<file path="src/hw/mci_pkg.sv">
// Package of constants and carrier types for the motion command interface
// Behaviour
// - Reload configuration on controller run entry while idle
// - Enable low aborts the command in progress
// - Done asserts on completion of any command
// - Direction bit reported with position and speed
// - Configuration read only at power-up or reload
// - Without reload, old configuration stays in use
// - Manual function selects run or jog operation
// - Run request accelerates to requested speed, direction
// - Run release decelerates until motor stops
// - Speed may change in run; direction held
// - Short jog moves exactly the jog step distance if released before covering it
// - Long jog accelerates toward configured jog speed
// - Position is target if absolute, distance if relative
// - Go-to speed caps speed for the move
// - Mode codes 0..3: abs, rel, positive, negative
// - Speed integer, in hundredths of a pulse per clock cycle
`default_nettype none
package mci_pkg;
   localparam int unsigned CLK_HZ = 200_000_000;
   localparam int unsigned JOG_HOLD_MS = 500;
   localparam int unsigned JOG_HOLD_CYC = CLK_HZ / 1000 * JOG_HOLD_MS;
   localparam logic [31:0] ACCEL_STEP_RESET = 32'h0000_0001;
   localparam logic [31:0] PULSE_DIV_RESET = 32'h0000_0064;
   localparam logic [1:0] MODE_ABS = 2'h0;
   localparam logic [1:0] MODE_REL = 2'h1;
   localparam logic [1:0] MODE_POS = 2'h2;
   localparam logic [1:0] MODE_NEG = 2'h3;
   localparam logic [7:0] ERR_NONE = 8'h00;
   localparam logic [7:0] ERR_BUSY = 8'h01;
   localparam logic [7:0] ERR_ABORT = 8'h02;
   localparam logic [7:0] ERR_ILLEGAL = 8'h03;

   typedef enum logic [2:0] {
      MCI_IDLE, MCI_LOAD, MCI_MAN_RUN, MCI_JOG_WAIT, MCI_JOG_RUN, MCI_MOVE, MCI_STOP
   } mci_state_e;

   typedef struct packed {
      logic [31:0] jog_step_distance;
      logic [31:0] jog_speed;
      logic [31:0] accel_step;
   } mci_cfg_s;

   typedef struct packed {
      logic [31:0] position;
      logic [31:0] speed;
      logic dir;
      logic done;
      logic busy;
      logic [7:0] error;
   } mci_status_s;
endpackage : mci_pkg
`default_nettype wire

</file>
<file path="src/hw/mci_pulse_gen.sv">
// Pulse generator that steps position at a rate set by speed
`default_nettype none
module mci_pulse_gen #(
   parameter int unsigned W = 32
) (
   input wire logic ref_clk,
   input wire logic rst_n,
   input wire logic [W-1:0] speed,
   input wire logic [W-1:0] divisor,
   output logic step
);
   typedef struct packed {
      logic [W-1:0] acc;
      logic step;
   } mci_pg_s;
   mci_pg_s r;
   mci_pg_s next_r;

   // Phase accumulator; one step each time it overflows the divisor
   always_comb begin
      next_r = r;
      next_r.step = 1'b0;
      if (speed != '0) begin
         if (r.acc + speed >= divisor) begin
            next_r.acc = r.acc + speed - divisor;
            next_r.step = 1'b1;
         end else begin
            next_r.acc = r.acc + speed;
         end
      end
   end

   always_ff @(posedge ref_clk or negedge rst_n) begin
      if (!rst_n) begin
         r <= '0;
      end else begin
         r <= next_r;
      end
   end

   assign step = r.step;
endmodule : mci_pulse_gen
`default_nettype wire

</file>
<file path="src/hw/mci_motion_top.sv">
// Motion command interface: control, manual and go-to functions
`default_nettype none
module mci_motion_top #(
   parameter int unsigned JOG_HOLD_CYC = mci_pkg::JOG_HOLD_CYC
) (
   input wire logic ref_clk,
   input wire logic reset_n,
   input wire logic module_enable,
   input wire logic run_mode_entry,
   input wire logic reload_request,
   input wire mci_pkg::mci_cfg_s cfg_in,
   input wire logic output_disable_function,
   input wire logic manual_motion_function,
   input wire logic man_run,
   input wire logic man_jog_pos,
   input wire logic man_jog_neg,
   input wire logic [31:0] man_speed,
   input wire logic man_dir,
   input wire logic goto_move_function,
   input wire logic goto_start,
   input wire logic goto_abort,
   input wire logic [31:0] goto_position,
   input wire logic [31:0] goto_speed,
   input wire logic [1:0] goto_mode,
   output logic cfg_load_strobe,
   output mci_pkg::mci_status_s status,
   output logic pulse_out,
   output logic pulse_dir
);
   logic rst_meta;
   logic rst_n;

   always_ff @(posedge ref_clk or negedge reset_n) begin
      if (!reset_n) begin
         rst_meta <= 1'b0;
         rst_n <= 1'b0;
      end else begin
         rst_meta <= 1'b1;
         rst_n <= rst_meta;
      end
   end

   typedef struct packed {
      mci_pkg::mci_state_e state;
      mci_pkg::mci_cfg_s cfg;
      logic loaded_once;
      logic run_mode_q;
      logic load_strobe;
      logic [31:0] position;
      logic [31:0] speed;
      logic [31:0] target_speed;
      logic [31:0] remaining;
      logic counted;
      logic dir;
      logic done;
      logic [7:0] error;
      logic [31:0] jog_timer;
      logic stepped;
   } mci_top_s;

   mci_top_s r;
   mci_top_s next_r;
   logic step;
   logic cmd_busy;
   logic [31:0] dist_abs;
   logic [31:0] sat_speed;

   mci_pulse_gen #(
      .W(32)
   ) u_pulse_gen (
      .ref_clk(ref_clk),
      .rst_n(rst_n),
      .speed(r.speed),
      .divisor(mci_pkg::PULSE_DIV_RESET),
      .step(step)
   );

   assign cmd_busy = (r.state != mci_pkg::MCI_IDLE);

   always_comb begin
      dist_abs = '0;
      next_r = r;
      next_r.done = 1'b0;
      next_r.load_strobe = 1'b0;
      next_r.stepped = 1'b0;
      next_r.run_mode_q = run_mode_entry;
      sat_speed = r.speed + r.cfg.accel_step;
      // Position tracks every output step in the direction of dir; remaining counts down too when counted
      if (step && r.speed != '0) begin
         next_r.stepped = 1'b1;
         next_r.position = r.dir ? r.position - 32'h0000_0001 : r.position + 32'h0000_0001;
         if (r.counted && r.remaining != '0) begin
            next_r.remaining = r.remaining - 32'h0000_0001;
         end
      end
      // Ramp toward target speed, never past it
      if (r.speed < r.target_speed) begin
         next_r.speed = (sat_speed > r.target_speed) ? r.target_speed : sat_speed;
      end else if (r.speed > r.target_speed) begin
         next_r.speed = (r.speed - r.target_speed > r.cfg.accel_step) ?
            r.speed - r.cfg.accel_step : r.target_speed;
      end
      unique case (r.state)
         mci_pkg::MCI_IDLE: begin
            if (!r.loaded_once || (run_mode_entry && !r.run_mode_q) || reload_request) begin
               next_r.state = mci_pkg::MCI_LOAD;
            end else if (module_enable && !output_disable_function) begin
               if (manual_motion_function) begin
                  if (man_run) begin
                     next_r.dir = man_dir;
                     next_r.counted = 1'b0;
                     next_r.target_speed = man_speed;
                     next_r.state = mci_pkg::MCI_MAN_RUN;
                  end else if (man_jog_pos || man_jog_neg) begin
                     next_r.dir = man_jog_neg;
                     next_r.counted = 1'b1;
                     next_r.remaining = r.cfg.jog_step_distance;
                     next_r.target_speed = r.cfg.jog_speed;
                     next_r.jog_timer = '0;
                     next_r.state = mci_pkg::MCI_JOG_WAIT;
                  end
               end else if (goto_move_function && goto_start) begin
                  next_r.error = mci_pkg::ERR_NONE;
                  next_r.target_speed = goto_speed;
                  next_r.state = mci_pkg::MCI_MOVE;
                  unique case (goto_mode)
                     mci_pkg::MODE_ABS: begin
                        next_r.counted = 1'b1;
                        next_r.dir = $signed(goto_position) < $signed(r.position);
                        dist_abs = next_r.dir ? r.position - goto_position
                           : goto_position - r.position;
                        next_r.remaining = dist_abs;
                     end
                     mci_pkg::MODE_REL: begin
                        next_r.counted = 1'b1;
                        next_r.dir = goto_position[31];
                        next_r.remaining = goto_position[31] ? -goto_position : goto_position;
                     end
                     mci_pkg::MODE_POS: begin
                        next_r.counted = 1'b0;
                        next_r.dir = 1'b0;
                     end
                     mci_pkg::MODE_NEG: begin
                        next_r.counted = 1'b0;
                        next_r.dir = 1'b1;
                     end
                  endcase
                  if ((goto_mode == mci_pkg::MODE_ABS || goto_mode == mci_pkg::MODE_REL)
                     && next_r.remaining == '0) begin
                     next_r.target_speed = '0;
                     next_r.state = mci_pkg::MCI_STOP;
                  end
               end
            end
         end
         mci_pkg::MCI_LOAD: begin
            next_r.cfg = cfg_in;
            next_r.loaded_once = 1'b1;
            next_r.load_strobe = 1'b1;
            next_r.done = 1'b1;
            next_r.error = mci_pkg::ERR_NONE;
            next_r.state = mci_pkg::MCI_IDLE;
         end
         mci_pkg::MCI_MAN_RUN: begin
            next_r.target_speed = man_speed;
            if (!man_run || !manual_motion_function) begin
               next_r.target_speed = '0;
               next_r.state = mci_pkg::MCI_STOP;
            end
         end
         mci_pkg::MCI_JOG_WAIT: begin
            next_r.jog_timer = r.jog_timer + 32'h0000_0001;
            if (!(man_jog_pos || man_jog_neg)) begin
               next_r.target_speed = r.remaining == '0 ? '0 : r.cfg.jog_speed;
               next_r.state = mci_pkg::MCI_MOVE;
            end else if (r.jog_timer >= 32'(JOG_HOLD_CYC - 1)) begin
               next_r.counted = 1'b0;
               next_r.target_speed = r.cfg.jog_speed;
               next_r.state = mci_pkg::MCI_JOG_RUN;
            end else if (r.remaining == '0) begin
               next_r.target_speed = '0;
            end
         end
         mci_pkg::MCI_JOG_RUN: begin
            if (!(man_jog_pos || man_jog_neg)) begin
               next_r.target_speed = '0;
               next_r.state = mci_pkg::MCI_STOP;
            end
         end
         mci_pkg::MCI_MOVE: begin
            if (goto_abort && goto_move_function) begin
               next_r.target_speed = '0;
               next_r.counted = 1'b0;
               next_r.error = mci_pkg::ERR_ABORT;
               next_r.state = mci_pkg::MCI_STOP;
            end else if (r.counted && next_r.remaining == '0) begin
               next_r.target_speed = '0;
               next_r.speed = '0;
               next_r.state = mci_pkg::MCI_STOP;
            end
         end
         mci_pkg::MCI_STOP: begin
            if (r.speed == '0) begin
               next_r.done = 1'b1;
               next_r.state = mci_pkg::MCI_IDLE;
            end
         end
      endcase
      // Enable low or disable function aborts the command
      if ((!module_enable || output_disable_function) && cmd_busy
          && r.state != mci_pkg::MCI_LOAD) begin
         next_r.speed = '0;
         next_r.target_speed = '0;
         next_r.counted = 1'b0;
         next_r.error = mci_pkg::ERR_ABORT;
         next_r.done = 1'b1;
         next_r.state = mci_pkg::MCI_IDLE;
      end else if (cmd_busy && goto_start && goto_move_function) begin
         next_r.error = mci_pkg::ERR_BUSY;
      end
   end

   always_ff @(posedge ref_clk or negedge rst_n) begin
      if (!rst_n) begin
         r <= '{state: mci_pkg::MCI_IDLE, cfg: '{'0, '0, mci_pkg::ACCEL_STEP_RESET},
                default: '0};
      end else begin
         r <= next_r;
      end
   end

   assign cfg_load_strobe = r.load_strobe;
   assign pulse_out = r.stepped;
   assign pulse_dir = r.dir;
   assign status = '{position: r.position, speed: r.speed, dir: r.dir,
                     done: r.done, busy: cmd_busy, error: r.error};
endmodule : mci_motion_top
`default_nettype wire

</file>
<file path="config.mk">
export PLATFORM = sky130hd
export DESIGN_NAME = mci_motion_top
export DESIGN_NICKNAME = d
export VERILOG_FILES = /design/src/hw/mci_pkg.sv /design/src/hw/mci_pulse_gen.sv /design/src/hw/mci_motion_top.sv
export SDC_FILE = /design/constraint.sdc
export NUM_CORES = 2
export LEC_CHECK = 0
export BUFFER_PORTS_ARGS = -buffer_cell sky130_fd_sc_hd__buf_2
export CORE_MARGIN = 4
export CORE_UTILIZATION = 30
export DETAILED_ROUTE_END_ITERATION = 12
export GPL_ROUTABILITY_DRIVEN = 0
export GPL_TIMING_DRIVEN = 0
export MAX_ROUTING_LAYER = met4
export PLACE_DENSITY_LB_ADDON = 0.3
export SYNTH_ARGS = -nofsm -noshare
export SYNTH_HDL_FRONTEND = slang
export SYNTH_HIERARCHICAL = 1
export SYNTH_SLANG_ARGS = --single-unit
export TNS_END_PERCENT = 5
</file>
<file path="constraint.sdc">
create_clock -name ref_clk -period 11 [get_ports ref_clk]
set_input_delay 2.2 -clock ref_clk [delete_from_list [all_inputs] [get_ports ref_clk]]
set_output_delay 2.2 -clock ref_clk [all_outputs]
set_load 0.01 [all_outputs]
</file>
==> results.json <==
{
  "outcome": "finished, final reports clean",
  "drv_slew": 0,
  "grt_remaining_overflow": 0,
  "numCtsBuffers": 41,
  "cts_tree": "done",
  "io_buffers": 278,
  "drtPass1Iterations": 6,
  "fin_crit_ps": 8508,
  "worstMarginPinSlew_ps": 1238,
  "worst-setup-path-type": "in2reg",
  "crit_path_end_kind": "register",
  "track_usage_pct": 21.76,
  "hpwl_mm": 100.2,
  "rows": 120,
  "coreArea_mm2": 0.1069,
  "relSlewSlack_pct": 16.82,
  "finish.utilization_pct": 34.73,
  "cts_resized": 0,
  "critPathLaunchType": "primary input",
  "ys.flop_type": "dfrtp_1",
  "setup_viol": 0,
  "async_reset_ff_share_pct": 100.0,
  "multiInputGateArea_mm2": 0.02256,
  "cts_root_buf": "clkbuf_16",
  "clk_pin_slew_ps": 50,
  "synth.avg_cell_area_um2": 7.852,
  "drt-initial-drc-count": 2281,
  "ys_seq_area_share_pct": 23.50,
  "clk_latency_ps": 600,
  "synth_enable_flop_cells": 0,
  "max_freq_ghz": 0.1175,
  "rsz0062_at_grt": "no",
  "grt_max_degree": 64,
  "fin_worst_skew_ps": 29.29,
  "ff_latch_area_mm2": 0.007589,
  "maxCapViolCount": 0,
  "post_cts_buffers": 0,
  "cp.arrival_ps": 8950,
  "final_common_cell": "nand2_1",
  "via_per_inst": 5.527,
  "vias": 32730,
  "syn_area_mm2": 0.03226,
  "antenna_found_initial": 24,
  "grt_pass1_vias": 31180,
  "io_pins": 286,
  "h-tree-depth": 2,
  "start_util_pct": 30.18,
  "final-hold-violation-count": 0,
  "cts.sinks": 303,
  "antenna_left": 0,
  "area_growth_pct": 15.06,
  "routedWlPerCell_um": 20.95,
  "final_nets": 5006,
  "worstHoldPathType": "reg2async",
  "die_y_um": 335.9,
  "crit_required_ps": 11440,
  "drc": 0,
  "period_share_pct": 77.34,
  "cp_max_fo": 10,
  "final_cell_mix": "nand2_1 (387), ha_1 (318), a21oi_1 (311), nor2_1 (303), dfrtp_1 (300)",
  "die_w_um": 335.9,
  "hold_buffers": 0,
  "yosys_warnings": 6,
  "grt_pass1_wl_mm": 187.2,
  "ys_types": 98,
  "syn_inst": 4109,
  "ys_ff_latch": 303,
  "fillers": 11460,
  "drt_wl_total_mm": 124.1,
  "drive_gt1_share_pct": 13.11,
  "die-area_mm2": 0.1129,
  "clockBufferDepth": 3
}
==> flip-flops by register name, indices dropped and copies added, names as in the netlist <==
name / flops
u_pulse_gen/r: 32
status: 67
u_pulse_gen/step: 1
rst_n: 1
cfg_load_strobe: 1
pulse_out: 1
rst_meta: 1
r: 198
pulse_dir: 1
==> critical path, stage by stage <==
cell	delay [ps]
buf_2	110
clkbuf_1	270
inv_1	80
ha_1	290
clkbuf_1	220
a21oi_1	260
o21ai_0	210
a221oi_1	310
o21ai_0	270
o211ai_1	770
nand2_1	490
clkbuf_1	460
o2111ai_1	440
o2111ai_1	200
nor4_1	380
and4_1	270
nand4_1	170
nor2_1	920
clkbuf_1	440
o21ai_1	150
==> worst paths after layout <==
check / from / to / slack (ps) / cells past startpoint
setup / recovery: goto_position[13] / r[101] / 2490 / 20
hold / removal: rst_n / r[206] / 300 / 0
setup reg to reg: status[11] / status[16] / 2690 / 30
hold reg to reg: rst_n / r[206] / 300 / 0
max in group asynchronous: reset_n / rst_n / 9500 / 1
min in group ref_clk: rst_meta / rst_n / 350 / 0
==> metal layers <==
metal  routed length, um  GRT usage (%)  up-vias
li1                    -              -    15620
met1               52770          27.27    15590
met2               57260          35.02     1253
met3                9202          4.109      266
met4                4816          7.908        0
met5                   0              -        -
==> cell families (layout without fill, tap and decap cells) <==
logic type	count (synthesis)	in the layout	synth area share, %
simple gates	1279	1279	19.23
compound gates	1316	1316	26.61
mux	114	114	3.812
fa+ha+maj	326	326	12.83
other cells	2	57	0.02328
xor+xnor	257	257	6.976
buf+inv	512	867	7.015
flops	303	303	23.50
==> area by class of cell <==
class	instances	area share (%)
multi-input combinational	3331	60.76
buffer	277	3.721
inverter	235	2.376
clock inverter	17	0.5258
timing repair buffer	283	4.119
antenna	18	0.1213
sequential	303	20.44
clock buffer	55	3.209
tap	1403	4.729
==> cell usage after synthesis (13+ instances only) <==
cell type,count,share of area (%)
xnor2_1,154,4.2
o31ai_1,33,0.77
or3_1,43,0.83
nand3_1,99,1.5
a21oi_1,311,4.8
a21o_1,122,2.8
nor3_1,81,1.3
buf_1,13,0.15
clkbuf_1,168,2.0
buf_4,81,1.9
mux2_2,71,2.5
mux2i_1,43,1.3
dfrtp_1,302,23
inv_1,233,2.7
o21ai_0,295,4.6
nor2b_1,54,1.0
ha_1,318,12
or4_1,20,0.47
xor2_1,103,2.8
a221o_1,20,0.62
nand2b_1,48,0.93
nand2_1,387,4.5
o21a_1,41,0.95
a221oi_1,43,1.2
a31oi_1,30,0.58
nor2_2,22,0.43
nor4_1,44,0.85
or2_2,16,0.31
o22ai_1,27,0.52
and2_1,23,0.45
a211oi_1,51,1.2
o211ai_1,65,1.5
nor2_1,303,3.5
a22oi_1,50,1.2
a211o_1,29,0.79
o21bai_1,32,0.74
o21ai_1,41,0.64
and3_1,33,0.64
nand4_1,62,1.2
==> per-stage QoR <==
stage	TNS, ps	cells	cell area, um2	hold WS (ps)	setup WS (ps)
2_1_floorplan	0	4146	32400	331.2	1932
3_3_place_gp	-791190	5827	35550	334.9	-2722
3_5_place_dp	0	5832	35690	327.0	2163
4_1_cts	0	5904	37080	335.9	2571
5_1_grt	0	5922	37120	355.2	1831
6_report	0	5922	37120	303.1	2492
Power is left out: the tool's default activity adds up to more than one toggle a clock period on the data nets, which glitch-free logic cannot reach.
